File: src/rtl/scp_pkg.sv
// Constants, field layouts and mode type of the clock and power mode control.
package scp_pkg;

  // ==========================================================================
  // Register map
  localparam logic [3:0] ADDR_MODE_CTRL = 4'h0;
  localparam logic [3:0] ADDR_IDLE_CTRL = 4'h1;

  // Mode control register fields.
  localparam int DIV_HI = 7;
  localparam int DIV_LO = 5;
  localparam int BIT_FWE = 4;
  localparam int BIT_SUB_RDY = 3;
  localparam int BIT_FAST_RDY = 2;
  localparam int BIT_IOH = 1;
  localparam int BIT_HLS = 0;
  localparam logic [7:0] MODE_CTRL_RST = 8'hE2;

  // Idle control register field.
  localparam int BIT_ICK = 7;
  localparam logic ICK_RST = 1'b0;

  // ==========================================================================
  // Divider select codes
  localparam logic [2:0] DIV_SUB_A = 3'h0;
  localparam logic [2:0] DIV_SUB_B = 3'h1;
  localparam logic [2:0] DIV_64 = 3'h2;
  localparam logic [2:0] DIV_32 = 3'h3;
  localparam logic [2:0] DIV_16 = 3'h4;
  localparam logic [2:0] DIV_8 = 3'h5;
  localparam logic [2:0] DIV_4 = 3'h6;
  localparam logic [2:0] DIV_2 = 3'h7;

  // Divider masks: a core tick falls where the low counter bits are all one.
  localparam logic [5:0] MASK_1 = 6'h00;
  localparam logic [5:0] MASK_2 = 6'h01;
  localparam logic [5:0] MASK_4 = 6'h03;
  localparam logic [5:0] MASK_8 = 6'h07;
  localparam logic [5:0] MASK_16 = 6'h0F;
  localparam logic [5:0] MASK_32 = 6'h1F;
  localparam logic [5:0] MASK_64 = 6'h3F;

  // ==========================================================================
  // Timing
  localparam logic [7:0] FAST_READY_TICKS = 8'h80;
  localparam logic [7:0] FAST_READY_LAST = FAST_READY_TICKS - 8'h01;

  // ==========================================================================
  // Operating modes
  typedef enum logic [2:0] {
    M_NORMAL,
    M_SLOW,
    M_IDLE_OFF,
    M_IDLE_ON,
    M_DEEP_SLEEP,
    M_SLEEP_SUB,
    M_WAKE_SUB
  } scp_mode_t;

endpackage : scp_pkg

File: src/rtl/scp_clock_power_ctrl.sv
// Core clock selection and operating mode sequencer.
//
// Summary of operation
// - Core clock from fast or sub clock.
// - Fast source chosen by fixed configuration.
// - Sub source chosen by fixed configuration.
// - Fast clock divisible by two through 64.
// - Sub clock substitutes right after wake-up.
// - Sub clock feeds watchdog, time base, timers.
// - Switching to sub clock stops fast oscillator.
// - Seven modes: three run, four halt CPU.
// - Normal: fast divided 1..64, sub running.
// - Slow: CPU on sub clock, fast off.
// - Halt, idle bit low: sleep, core off.
// - Deep sleep stops sub and watchdog clocks.
// - Retaining sleep keeps sub for watchdog.
// - Sleep forces voltage detect off.
// - Halt, idle, keep low: clock-off idle.
// - Clock-off idle: watchdog clock follows source.
// - Core-sourced watchdog clock off when core stops.
// - Halt, idle, keep high: clock-on idle.
// - Clock-on idle keeps oscillator and watchdog.
// - Divider codes: sub, then /64 down to /2.
// - High select bit picks undivided fast clock.
// - Fast wake: sub until 128 crystal cycles.
`timescale 1ns/100ps

module scp_clock_power_ctrl (
  // Clock and reset.
  input  wire logic              ref_clk,
  input  wire logic              srst,
  // Register port.
  input  wire logic [3:0]        reg_addr,
  input  wire logic [7:0]        reg_wdata,
  input  wire logic              reg_wr,
  input  wire logic              reg_rd,
  output logic      [7:0]        reg_rdata,
  // CPU events.
  input  wire logic              halt_exec,
  input  wire logic              wake_event,
  // Configuration options and neighbour enables.
  input  wire logic              fast_src_is_rc,
  input  wire logic              sub_src_is_rc,
  input  wire logic              wdt_src_sub,
  input  wire logic              wdt_enable,
  input  wire logic              voltage_detect_enable,
  // Oscillator outputs, asynchronous to ref_clk.
  input  wire logic              ext_fast_crystal,
  input  wire logic              int_fast_rc,
  input  wire logic              ext_slow_crystal,
  input  wire logic              int_slow_rc,
  // Clock control outputs.
  output scp_pkg::scp_mode_t     mode,
  output logic                   cpu_run,
  output logic                   core_clk_tick,
  output logic                   core_from_sub,
  output logic                   fast_osc_on,
  output logic                   sub_osc_on,
  output logic                   sub_clock_tick,
  output logic                   watchdog_clk_on,
  output logic                   low_voltage_detect_on,
  output logic                   fast_ready_flag
);

  // ==========================================================================
  // State
  typedef struct packed {
    scp_pkg::scp_mode_t mode;
    logic [2:0]         div_sel;
    logic               fwe;
    logic               ioh;
    logic               hls;
    logic               ick;
    logic               fast_rdy;
    logic [7:0]         rdy_cnt;
    logic [5:0]         div_cnt;
    logic [2:0]         sync_f;
    logic [2:0]         sync_s;
    logic               filt_f;
    logic               filt_s;
    logic [7:0]         rdata;
    logic               cpu_run;
    logic               core_on;
    logic               core_tick;
    logic               from_sub;
    logic               fast_on;
    logic               sub_on;
    logic               sub_tick;
    logic               wdt_on;
    logic               lvd_on;
  } scp_state_t;

  scp_state_t st_reg;
  scp_state_t st_next;

  logic       fast_raw;
  logic       slow_raw;
  logic       fast_tick;
  logic       slow_tick;
  logic       fast_sel;
  logic [5:0] div_mask;
  logic [7:0] mode_rd;

  // Fixed configuration picks the oscillator behind each clock.
  assign fast_raw = fast_src_is_rc ? int_fast_rc : ext_fast_crystal;
  assign slow_raw = sub_src_is_rc ? int_slow_rc : ext_slow_crystal;

  // Fast clock is wanted when the high bit is set or a divided code is set.
  assign fast_sel = st_reg.hls | (st_reg.div_sel >= scp_pkg::DIV_64);

  // Divider mask per select code; the sub codes never use the divider.
  always_comb
  begin
    div_mask = scp_pkg::MASK_1;
    if (st_reg.hls)
      div_mask = scp_pkg::MASK_1;
    else if (st_reg.div_sel == scp_pkg::DIV_64)
      div_mask = scp_pkg::MASK_64;
    else if (st_reg.div_sel == scp_pkg::DIV_32)
      div_mask = scp_pkg::MASK_32;
    else if (st_reg.div_sel == scp_pkg::DIV_16)
      div_mask = scp_pkg::MASK_16;
    else if (st_reg.div_sel == scp_pkg::DIV_8)
      div_mask = scp_pkg::MASK_8;
    else if (st_reg.div_sel == scp_pkg::DIV_4)
      div_mask = scp_pkg::MASK_4;
    else if (st_reg.div_sel == scp_pkg::DIV_2)
      div_mask = scp_pkg::MASK_2;
  end

  // Read image of the mode control register.
  always_comb
  begin
    mode_rd = 8'h00;
    mode_rd[scp_pkg::DIV_HI:scp_pkg::DIV_LO] = st_reg.div_sel;
    mode_rd[scp_pkg::BIT_FWE] = st_reg.fwe;
    mode_rd[scp_pkg::BIT_SUB_RDY] = st_reg.sub_on;
    mode_rd[scp_pkg::BIT_FAST_RDY] = st_reg.fast_rdy;
    mode_rd[scp_pkg::BIT_IOH] = st_reg.ioh;
    mode_rd[scp_pkg::BIT_HLS] = st_reg.hls;
  end

  // Oscillator edges count only while that oscillator is kept running.
  assign fast_tick = (st_reg.sync_f[1] == st_reg.sync_f[2]) &
                     st_reg.sync_f[2] & ~st_reg.filt_f & st_reg.fast_on;
  assign slow_tick = (st_reg.sync_s[1] == st_reg.sync_s[2]) &
                     st_reg.sync_s[2] & ~st_reg.filt_s & st_reg.sub_on;

  // ==========================================================================
  // Next state
  always_comb
  begin
    st_next = st_reg;

    // Three-stage synchronisers; a level counts once stages two and three
    // agree, which also filters a single-cycle glitch on the pin.
    st_next.sync_f = {st_reg.sync_f[1:0], fast_raw};
    st_next.sync_s = {st_reg.sync_s[1:0], slow_raw};
    if (st_reg.sync_f[1] == st_reg.sync_f[2])
      st_next.filt_f = st_reg.sync_f[2];
    if (st_reg.sync_s[1] == st_reg.sync_s[2])
      st_next.filt_s = st_reg.sync_s[2];

    // Register port; read data stand for one cycle only.
    st_next.rdata = 8'h00;
    if (reg_wr)
    begin
      if (reg_addr == scp_pkg::ADDR_MODE_CTRL)
      begin
        st_next.div_sel = reg_wdata[scp_pkg::DIV_HI:scp_pkg::DIV_LO];
        st_next.fwe = reg_wdata[scp_pkg::BIT_FWE];
        st_next.ioh = reg_wdata[scp_pkg::BIT_IOH];
        st_next.hls = reg_wdata[scp_pkg::BIT_HLS];
      end
      else if (reg_addr == scp_pkg::ADDR_IDLE_CTRL)
        st_next.ick = reg_wdata[scp_pkg::BIT_ICK];
    end
    if (reg_rd)
    begin
      if (reg_addr == scp_pkg::ADDR_MODE_CTRL)
        st_next.rdata = mode_rd;
      else if (reg_addr == scp_pkg::ADDR_IDLE_CTRL)
        st_next.rdata = {st_reg.ick, 7'h00};
    end

    // Mode sequencer; halt is taken only while the CPU runs.
    case (st_reg.mode)
      scp_pkg::M_NORMAL,
      scp_pkg::M_SLOW,
      scp_pkg::M_WAKE_SUB:
      begin
        if (halt_exec)
        begin
          if (!st_reg.ioh)
            st_next.mode = (wdt_enable && wdt_src_sub) ?
                           scp_pkg::M_SLEEP_SUB : scp_pkg::M_DEEP_SLEEP;
          else if (st_reg.ick)
            st_next.mode = scp_pkg::M_IDLE_ON;
          else
            st_next.mode = scp_pkg::M_IDLE_OFF;
        end
        else if (st_reg.mode == scp_pkg::M_WAKE_SUB)
        begin
          // Stay on the substitute clock until the crystal is ready.
          if (st_reg.fast_rdy || !fast_sel)
            st_next.mode = fast_sel ? scp_pkg::M_NORMAL : scp_pkg::M_SLOW;
        end
        else
          st_next.mode = fast_sel ? scp_pkg::M_NORMAL : scp_pkg::M_SLOW;
      end
      scp_pkg::M_IDLE_OFF,
      scp_pkg::M_SLEEP_SUB:
      begin
        // Fast wake needs a running sub clock and the crystal source.
        if (wake_event)
        begin
          if (fast_sel && st_reg.fwe && !fast_src_is_rc && !st_reg.fast_rdy)
            st_next.mode = scp_pkg::M_WAKE_SUB;
          else
            st_next.mode = fast_sel ? scp_pkg::M_NORMAL : scp_pkg::M_SLOW;
        end
      end
      scp_pkg::M_IDLE_ON,
      scp_pkg::M_DEEP_SLEEP:
      begin
        if (wake_event)
          st_next.mode = fast_sel ? scp_pkg::M_NORMAL : scp_pkg::M_SLOW;
      end
      default:
        st_next.mode = scp_pkg::M_NORMAL;
    endcase

    // Clock enables that follow the next mode.
    st_next.cpu_run = 1'b0;
    st_next.core_on = 1'b0;
    st_next.fast_on = 1'b0;
    st_next.sub_on = 1'b1;
    st_next.wdt_on = 1'b1;
    st_next.from_sub = !fast_sel;
    case (st_next.mode)
      scp_pkg::M_NORMAL:
      begin
        st_next.cpu_run = 1'b1;
        st_next.core_on = 1'b1;
        st_next.fast_on = 1'b1;
      end
      scp_pkg::M_SLOW:
      begin
        st_next.cpu_run = 1'b1;
        st_next.core_on = 1'b1;
        st_next.fast_on = 1'b0;
      end
      scp_pkg::M_WAKE_SUB:
      begin
        st_next.cpu_run = 1'b1;
        st_next.core_on = 1'b1;
        st_next.fast_on = 1'b1;
        st_next.from_sub = 1'b1;
      end
      scp_pkg::M_IDLE_ON:
      begin
        st_next.core_on = 1'b1;
        st_next.fast_on = fast_sel;
      end
      scp_pkg::M_IDLE_OFF:
        st_next.wdt_on = wdt_src_sub;
      scp_pkg::M_SLEEP_SUB:
        st_next.wdt_on = wdt_src_sub && wdt_enable;
      default:
      begin
        st_next.sub_on = 1'b0;
        st_next.wdt_on = 1'b0;
      end
    endcase

    // Voltage detect is held off in both sleep modes.
    st_next.lvd_on = voltage_detect_enable &&
                     (st_next.mode != scp_pkg::M_DEEP_SLEEP) &&
                     (st_next.mode != scp_pkg::M_SLEEP_SUB);

    // Fast ready: cleared with the oscillator, set after the crystal has
    // delivered its start-up ticks; the RC source is taken as ready at once.
    if (!st_reg.fast_on)
    begin
      st_next.fast_rdy = 1'b0;
      st_next.rdy_cnt = 8'h00;
    end
    else if (!st_reg.fast_rdy)
    begin
      if (fast_src_is_rc)
        st_next.fast_rdy = 1'b1;
      else if (fast_tick)
      begin
        st_next.rdy_cnt = st_reg.rdy_cnt + 8'h01;
        if (st_reg.rdy_cnt == scp_pkg::FAST_READY_LAST)
          st_next.fast_rdy = 1'b1;
      end
    end

    // Core tick from the sub clock or from the divided fast clock.  The
    // gate follows the next mode so that no tick leaks into a mode whose core clock is off.
    st_next.core_tick = 1'b0;
    if (fast_tick)
      st_next.div_cnt = st_reg.div_cnt + 6'h01;
    if (st_next.core_on)
    begin
      if (st_reg.from_sub)
        st_next.core_tick = slow_tick;
      else
        st_next.core_tick = fast_tick && st_reg.fast_rdy &&
                            ((st_reg.div_cnt & div_mask) == div_mask);
    end

    // Sub clock goes to the watchdog and timers whatever the core uses.
    st_next.sub_tick = slow_tick;
  end

  // ==========================================================================
  // State register
  always_ff @(posedge ref_clk)
  begin
    if (srst)
    begin
      st_reg <= '0;
      st_reg.mode <= scp_pkg::M_SLOW;
      st_reg.div_sel <= scp_pkg::MODE_CTRL_RST[scp_pkg::DIV_HI:scp_pkg::DIV_LO];
      st_reg.fwe <= scp_pkg::MODE_CTRL_RST[scp_pkg::BIT_FWE];
      st_reg.ioh <= scp_pkg::MODE_CTRL_RST[scp_pkg::BIT_IOH];
      st_reg.hls <= scp_pkg::MODE_CTRL_RST[scp_pkg::BIT_HLS];
      st_reg.ick <= scp_pkg::ICK_RST;
      st_reg.sub_on <= 1'b1;
      st_reg.wdt_on <= 1'b1;
      st_reg.from_sub <= 1'b0;
    end
    else
      st_reg <= st_next;
  end

  // Outputs straight from the state register.
  assign reg_rdata = st_reg.rdata;
  assign mode = st_reg.mode;
  assign cpu_run = st_reg.cpu_run;
  assign core_clk_tick = st_reg.core_tick;
  assign core_from_sub = st_reg.from_sub;
  assign fast_osc_on = st_reg.fast_on;
  assign sub_osc_on = st_reg.sub_on;
  assign sub_clock_tick = st_reg.sub_tick;
  assign watchdog_clk_on = st_reg.wdt_on;
  assign low_voltage_detect_on = st_reg.lvd_on;
  assign fast_ready_flag = st_reg.fast_rdy;

  // ==========================================================================
  // Checks
  property p_slow_fast_off;
    @(posedge ref_clk) disable iff (srst)
    (st_reg.mode == scp_pkg::M_SLOW) && !$past(srst) |->
      !fast_osc_on && cpu_run;
  endproperty
  a_slow_fast_off: assert property (p_slow_fast_off)
    else $error("Fast oscillator runs in slow mode.");

  property p_deep_stops_sub;
    @(posedge ref_clk) disable iff (srst)
    (st_reg.mode == scp_pkg::M_DEEP_SLEEP) |->
      !sub_osc_on && !watchdog_clk_on && !core_clk_tick;
  endproperty
  a_deep_stops_sub: assert property (p_deep_stops_sub)
    else $error("Sub or watchdog clock alive in deep sleep.");

  property p_sleep_lvd_off;
    @(posedge ref_clk) disable iff (srst)
    (st_reg.mode inside {scp_pkg::M_DEEP_SLEEP, scp_pkg::M_SLEEP_SUB})
      |-> !low_voltage_detect_on;
  endproperty
  a_sleep_lvd_off: assert property (p_sleep_lvd_off)
    else $error("Voltage detect active during sleep.");

  property p_halt_sleep_kind;
    @(posedge ref_clk) disable iff (srst)
    (halt_exec && cpu_run && !st_reg.ioh) |=> (mode ==
      ((wdt_enable && wdt_src_sub) ? scp_pkg::M_SLEEP_SUB
                                   : scp_pkg::M_DEEP_SLEEP));
  endproperty
  a_halt_sleep_kind: assert property (p_halt_sleep_kind)
    else $error("Halt with idle bit low chose the wrong sleep.");

  property p_halt_idle_kind;
    @(posedge ref_clk) disable iff (srst)
    (halt_exec && cpu_run && st_reg.ioh) |=> !cpu_run && (mode ==
      ($past(st_reg.ick) ? scp_pkg::M_IDLE_ON : scp_pkg::M_IDLE_OFF));
  endproperty
  a_halt_idle_kind: assert property (p_halt_idle_kind)
    else $error("Halt with idle bit high chose the wrong idle.");

  property p_idle_off_wdt;
    @(posedge ref_clk) disable iff (srst)
    (st_reg.mode == scp_pkg::M_IDLE_OFF) |->
      (watchdog_clk_on == $past(wdt_src_sub)) && !fast_osc_on;
  endproperty
  a_idle_off_wdt: assert property (p_idle_off_wdt)
    else $error("Watchdog clock wrong in clock-off idle.");

  property p_idle_on_clocks;
    @(posedge ref_clk) disable iff (srst)
    (st_reg.mode == scp_pkg::M_IDLE_ON) |-> watchdog_clk_on && sub_osc_on;
  endproperty
  a_idle_on_clocks: assert property (p_idle_on_clocks)
    else $error("Clocks stopped in clock-on idle.");

  property p_ready_count;
    @(posedge ref_clk) disable iff (srst)
    $rose(fast_ready_flag) && !fast_src_is_rc |->
      (st_reg.rdy_cnt == scp_pkg::FAST_READY_TICKS);
  endproperty
  a_ready_count: assert property (p_ready_count)
    else $error("Fast ready set before 128 crystal ticks.");

  property p_wake_sub_core;
    @(posedge ref_clk) disable iff (srst)
    (st_reg.mode == scp_pkg::M_WAKE_SUB) |-> core_from_sub && fast_osc_on;
  endproperty
  a_wake_sub_core: assert property (p_wake_sub_core)
    else $error("Fast wake not running on the sub clock.");

  property p_undivided;
    @(posedge ref_clk) disable iff (srst)
    (st_reg.mode == scp_pkg::M_NORMAL) && st_reg.hls && !core_from_sub &&
      fast_tick && st_reg.fast_rdy && !halt_exec |=> core_clk_tick;
  endproperty
  a_undivided: assert property (p_undivided)
    else $error("Undivided fast clock missed a core tick.");

endmodule : scp_clock_power_ctrl

File: config.mk
export PLATFORM = sky130hd
export DESIGN_NAME = scp_clock_power_ctrl
export DESIGN_NICKNAME = d
export VERILOG_FILES = /design/src/rtl/scp_pkg.sv /design/src/rtl/scp_clock_power_ctrl.sv
export SDC_FILE = /design/constraint.sdc
export NUM_CORES = 1
export LEC_CHECK = 0
export BUFFER_PORTS_ARGS = -buffer_cell sky130_fd_sc_hd__buf_2
export CAP_MARGIN = 20
export CORE_MARGIN = 4
export CORE_UTILIZATION = 48
export DETAILED_ROUTE_END_ITERATION = 8
export PLACE_DENSITY = 0.75
export SLEW_MARGIN = 30
export SYNTH_ARGS = -nofsm -noshare
export SYNTH_HDL_FRONTEND = slang
export SYNTH_SLANG_ARGS = --single-unit
File: constraint.sdc
create_clock -name ref_clk -period 1.8 [get_ports ref_clk]
set_clock_uncertainty 0.05 [all_clocks]
set_input_delay 0.27 -clock ref_clk [delete_from_list [all_inputs] [get_ports ref_clk]]
set_output_delay 0.27 -clock ref_clk [all_outputs]
set_load 0.005 [all_outputs]
==> flow_summary.json, run 1 <==
{
  "status": "finished, violations left",
  "violations": "setup timing",
  "fin_cells": 319,
  "setup_viol": 4,
  "slew_viol_final": 0,
  "place_congestion": 0.797,
  "async_flop_share_pct": 0,
  "crit_required_ns": 1.93,
  "vias_per_cell": 5.22,
  "p_int_uw": 1640,
  "dp_cells": 311,
  "syn-num-nets": 248,
  "first_pass_iters": 4,
  "antennaDiodeCount": 0,
  "drt_wl_total_mm": 4.13,
  "drc": 0,
  "tritoncts": "yes",
  "switching_power_uw": 486,
  "port-buffer-count": 44,
  "rsz0062_at_grt": "true",
  "max_freq_ghz": 0.542,
  "synth_edf_count": 0,
  "fin_crit_sh_pct": 102,
  "cts_buffers": 5,
  "core_um2": 4090,
  "worstSetupStartpointType": "flip-flop",
  "rows": 23,
  "io_pins": 47,
  "wl_per_cell_um": 12.9,
  "vias": 1666,
  "min_path_cells": 3,
  "p_leak_uw": 0.00107,
  "grt_pass1_wl_mm": 6.82,
  "fp.dieArea_um2": 5450,
  "finalHoldViolCount": 0,
  "p_comb_share_pct": 10.8,
  "synth_area_leaders": "dfxtp_1, mux2i_1, nor2_1",
  "start_util_pct": 50.9,
  "yosys.area_share.adder_pct": 2.41,
  "dp_slack_ns": -0.0296,
  "hold_class": "primary input to flip-flop",
  "dp_hpwl_mm": 3.03,
  "syn-cell-area_um2": 2080,
  "antenna_found_initial": 0,
  "die_h_um": 73.8,
  "cts_hold_buf": 0,
  "drt_iter0_markers": 61,
  "sw_frac_of_total_pct": 22.8,
  "clock_power_share_pct": 35.9,
  "setup_slack_ns": -0.0436,
  "clk_latency_ns": 0.30,
  "grt_max_degree": 21,
  "syn_inst": 217,
  "worstPathArrival_ns": 1.97,
  "synth_top_family_by_area": "simple AND/OR/NAND/NOR gates",
  "synthSimpleGateAreaFrac_pct": 21.6,
  "period_minus_slack_ns": 1.84,
  "synthMuxAreaShare_pct": 6.26,
  "path_max_fanout": 5,
  "clock_path_buffers": 2,
  "synth_compound_area_share_pct": 12.5,
  "grt_use_total_pct": 16.2,
  "tightest_slew_ns": 0.482,
  "ff2ff_path_depth": 4,
  "die_w_um": 73.8,
  "grt_remaining_overflow": 0,
  "ys_ff_latch": 49,
  "grt_pass1_vias": 1522,
  "yosysSeqAreaShare_pct": 47.2,
  "htree_levels": 2,
  "yosysWarnings": 0,
  "slew_headroom_pct": 67.4,
  "clkTransAtPathRegs_ns": 0.09,
  "clock-root-buffer": "clkbuf_8",
  "vdd_drop_max_v": 0.000680,
  "drive_gt1_share_pct": 30.1,
  "crit_type": "flip-flop to flip-flop",
  "cts_sinks": 49,
  "powerDensity_nw_per_um2": 846,
  "synthDistinctLibCells": 49,
  "synth-xor-area-share_pct": 4.64,
  "nets": 300,
  "synth_top_area_share_pct": 47.2,
  "synth_flop_cell": "dfxtp_1",
  "worst_setup_path_end_kind": "flip-flop",
  "antenna_left": 0,
  "sequentialPowerShare_pct": 53.4,
  "syn2layout_area_growth_pct": 21.2,
  "largest_reg_flops": 19,
  "synth_area_per_cell_um2": 9.58,
  "cap_violations": 0,
  "synth_top_cell_by_area": "dfxtp_1"
}
==> path summary, 6_finish.rpt <==
| check | from | to | slack (ns) |
|---|---|---|---|
| hold reg to reg | st_next[20] | st_next[21] | 0.40 |
| setup / recovery | mode[1] | sub_osc_on | -0.04 |
| hold / removal | reg_wdata[5] | mode_rd[5] | 0.14 |
| setup reg to reg | mode[1] | sub_osc_on | -0.04 |
==> kinds of logic after synthesis <==
group | after synthesis
buffers and inverters | 19
XOR/XNOR | 11
AO/OA/AOI/OAI | 32
multiplexers | 13
adder cells (fa/ha/maj) | 4
flip-flops | 49
AND/OR/NAND/NOR | 89
==> layer usage <==
| metal | vias to the layer above | global-route usage (%) | share of wire [%] |
|---|---|---|---|
| li1 | 855 | - | - |
| met5 | - | 0 | 0 |
| met2 | 35 | 25.3 | 46 |
| met1 | 768 | 21.2 | 47 |
| met3 | 8 | 4.79 | 6.1 |
| met4 | 0 | 5.63 | 1.6 |
==> final cells by class <==
type | instances | area [µm²]
Clock inverter | 2 | 38.8
Clock buffer | 5 | 68.8
Fill cell | 358 | 1570
Sequential cell | 49 | 986
Tap cell | 50 | 62.6
Multi-Input combinational cell | 149 | 1000
Timing Repair Buffer | 60 | 344
Inverter | 4 | 15.0
==> cell usage in the layout, fill, tap and decap left out, types with 5 or more instances in the layout <==
| cell | instances |
|---|---|
| nor2b_1 | 5 |
| clkbuf_8 | 5 |
| xor2_1 | 8 |
| dfxtp_1 | 47 |
| nand3_1 | 7 |
| mux2i_1 | 13 |
| nand2_1 | 15 |
| buf_4 | 15 |
| nor2_1 | 31 |
| a21oi_1 | 6 |
| buf_2 | 44 |
| and2_1 | 6 |
==> through the flow <==
stage	setup TNS (ns)	power (µW)	area, µm²	util (%)	hold slack (ns)
detailed placement	-0.0448	1380	2380	58.1	0.375
CTS	-0.0516	2140	2480	60.8	0.137
global route	-0.611	2220	2520	61.6	0.141
global placement	-0.0253	1380	2380	58.1	0.366
finish	-0.0717	2130	2520	61.6	0.139
floorplan	-0.0475	1290	2090	-	0.297
==> synth_stat cells, types with 3 or more instances <==
library cell	number
nand2_1	15
buf_4	11
clkbuf_1	3
and2_1	6
ha_1	4
dfxtp_1	49
xor2_1	8
a21oi_1	6
o21ai_0	3
nand3_1	7
mux2i_1	13
nor3_1	4
inv_1	3
nor2_1	31
nand4_1	4
xnor2_1	3
a41oi_1	3
nand3b_1	4
nand2b_1	3
nor2b_1	5
==> worst max-delay path: stages, from the launching register on <==
cell	delay (ns)
dfxtp_4	0.37
or3b_4	0.38
a2111oi_4	0.42
a221oi_2	0.10
or4_1	0.41
==> power groups by stage <==
stage               registers [µW]  clock network (µW)  logic [µW]
floorplan                     1160                   0         132
global placement              1160                   0         217
detailed placement            1160                   0         221
CTS                           1140                 781         223
global route                  1140                 826         256
finish                        1140                 765         229
==> what timing repair did <==
item,in CTS,in global routing
endpoints found under the setup margin,4,8
pin swaps,0,2
resized for setup,1,6
setup buffers,0,1
(Power assumes the default switching activity.)
==> run 2, diff against run 1 <==
- SETUP_SLACK_MARGIN: not set -> 0.02
==> flow_summary.json, run 2 (synthesis gave the netlist of run 1 again) <==
{
  "antennaDiodeCount": 0,
  "io_pins": 47,
  "placed_cell_area_um2": 2400,
  "period_minus_slack_ns": 1.82,
  "vias": 1654,
  "start_util_pct": 50.9,
  "largest_reg_flops": 19,
  "worstHoldEndpoint": "low_voltage_detect_on",
  "drt_iter0_markers": 65,
  "vias_per_cell": 5.14,
  "grt_pass1_vias": 1483,
  "hold_start": "voltage_detect_enable",
  "htree_levels": 2,
  "worstPathArrival_ns": 1.95,
  "fp.dieArea_um2": 5450,
  "tritoncts": "yes",
  "cts_sinks": 49,
  "setup_slack_ns": -0.0172,
  "drive_gt1_share_pct": 30.9,
  "finalInstanceArea_um2": 2510,
  "final_cell_mix": "dfxtp_1, buf_2, nor2_1",
  "crit_type": "flip-flop to flip-flop",
  "slew_headroom_pct": 63.1,
  "p_leak_uw": 0.00108,
  "ff2ff_path_depth": 4,
  "max_freq_ghz": 0.550,
  "final_common_cell": "dfxtp_1",
  "grt_max_degree": 17,
  "rrSetupSlack_ns": -0.02,
  "rsz0062_at_grt": "true",
  "dp_cells": 314,
  "place_congestion": 0.815,
  "r2r-end": "sub_osc_on",
  "nets": 302,
  "cts_buffers": 5,
  "grt_pass1_wl_mm": 6.46,
  "finalHoldViolCount": 0,
  "port-buffer-count": 44,
  "setup_viol": 2,
  "die_h_um": 73.8,
  "path_max_fanout": 5,
  "rows": 23,
  "clkTransAtPathRegs_ns": 0.09,
  "fin_crit_sh_pct": 101,
  "vdd_drop_max_v": 0.000588,
  "antenna_left": 0,
  "crit_required_ns": 1.93,
  "die_w_um": 73.8,
  "min_path_cells": 2,
  "wl_per_cell_um": 12.4,
  "r2r-start": "mode[1]",
  "hold_class": "primary input to flip-flop",
  "violations": "setup timing",
  "tightest_slew_ns": 0.551,
  "clk_latency_ns": 0.30,
  "core_um2": 4090,
  "drt_wl_total_mm": 4.01,
  "cap_violations": 0,
  "clock_path_buffers": 2,
  "dp_hpwl_mm": 3.03,
  "grt_use_total_pct": 15.3,
  "antenna_found_initial": 0,
  "first_pass_iters": 4,
  "worst_setup_path_end_kind": "flip-flop",
  "powerDensity_nw_per_um2": 804,
  "slew_viol_final": 0,
  "clock-root-buffer": "clkbuf_8",
  "status": "finished, violations left",
  "drc": 0,
  "syn2layout_area_growth_pct": 20.9,
  "worstSetupStartpointType": "flip-flop",
  "fin_cells": 322,
  "grt_remaining_overflow": 0
}
[run 2: changes by cell type in the layout (fill, tap and decap cells not counted), sizes merged]
cell and change:
bufinv -1, clkinv +1, buf +2, clkinvlp +1
[run 2: critical path, cell delays in order, from the launching register on]
cell and delay (ns):
dfxtp_2 0.36, or3b_4 0.39, a2111oi_4 0.39, a221oi_2 0.10
or4_1 0.41
[run 2: how the worst max path moves through the flow]
| stage | startpoint | endpoint | slack, ns | depth (start not counted) |
|---|---|---|---|---|
| after floorplan | mode[2] | sub_osc_on | -0.05 | 5 |
| after global placement | fast_src_is_rc | sub_osc_on | -0.01 | 5 |
| after detailed placement | fast_src_is_rc | sub_osc_on | -0.02 | 5 |
| after CTS | mode[1] | sub_osc_on | -0.01 | 4 |
| after global routing | mode[1] | watchdog_clk_on | -0.11 | 5 |
| final | mode[1] | sub_osc_on | -0.02 | 4 |
[run 2: metrics by stage]
step	utilization, %	TNS (ns)	total power [µW]	hold slack [ns]	setup slack, ns
floorplan	-	-0.0475	1290	0.297	-0.0475
global placement	58.8	-0.0134	1380	0.365	-0.0134
detailed placement	58.8	-0.0464	1390	0.386	-0.0232
CTS	61.1	-0.0206	2040	0.128	-0.0115
global route	61.5	-0.422	2100	0.129	-0.111
finish	61.5	-0.0256	2020	0.131	-0.0172
[run 2: power by group]
part / internal, µW / switching (µW) / leakage, µW
clock network: 276 / 374 / 0.0000445
registers: 1120 / 18.6 / 0.000399
logic: 118 / 116 / 0.000635
total: 1510 / 509 / 0.00108
[run 2: what timing repair did]
item / in CTS / in global routing
hold buffers: 0 / 0
buffers inserted: 0 / 0
resized for setup: 2 / 3
setup endpoints to repair: 5 / 7
[run 2: per-layer routing]
layer  routed length (µm)  part of all wire (%)  track usage [%]
met2                 1860                    46             25.6
met1                 1820                    45             19.0
met4                   39                  0.97             4.23
met3                  284                   7.1             4.38
met5                    0                     0                0
[run 2: layout make-up]
type	count	area, µm²
flip-flops and latches	49	983
repair buffers	62	355
clock inverters	3	21.3
inverters	4	15.0
clock buffers	5	68.8
multi-input cells	149	1010
well taps	50	62.6
fillers	362	1570
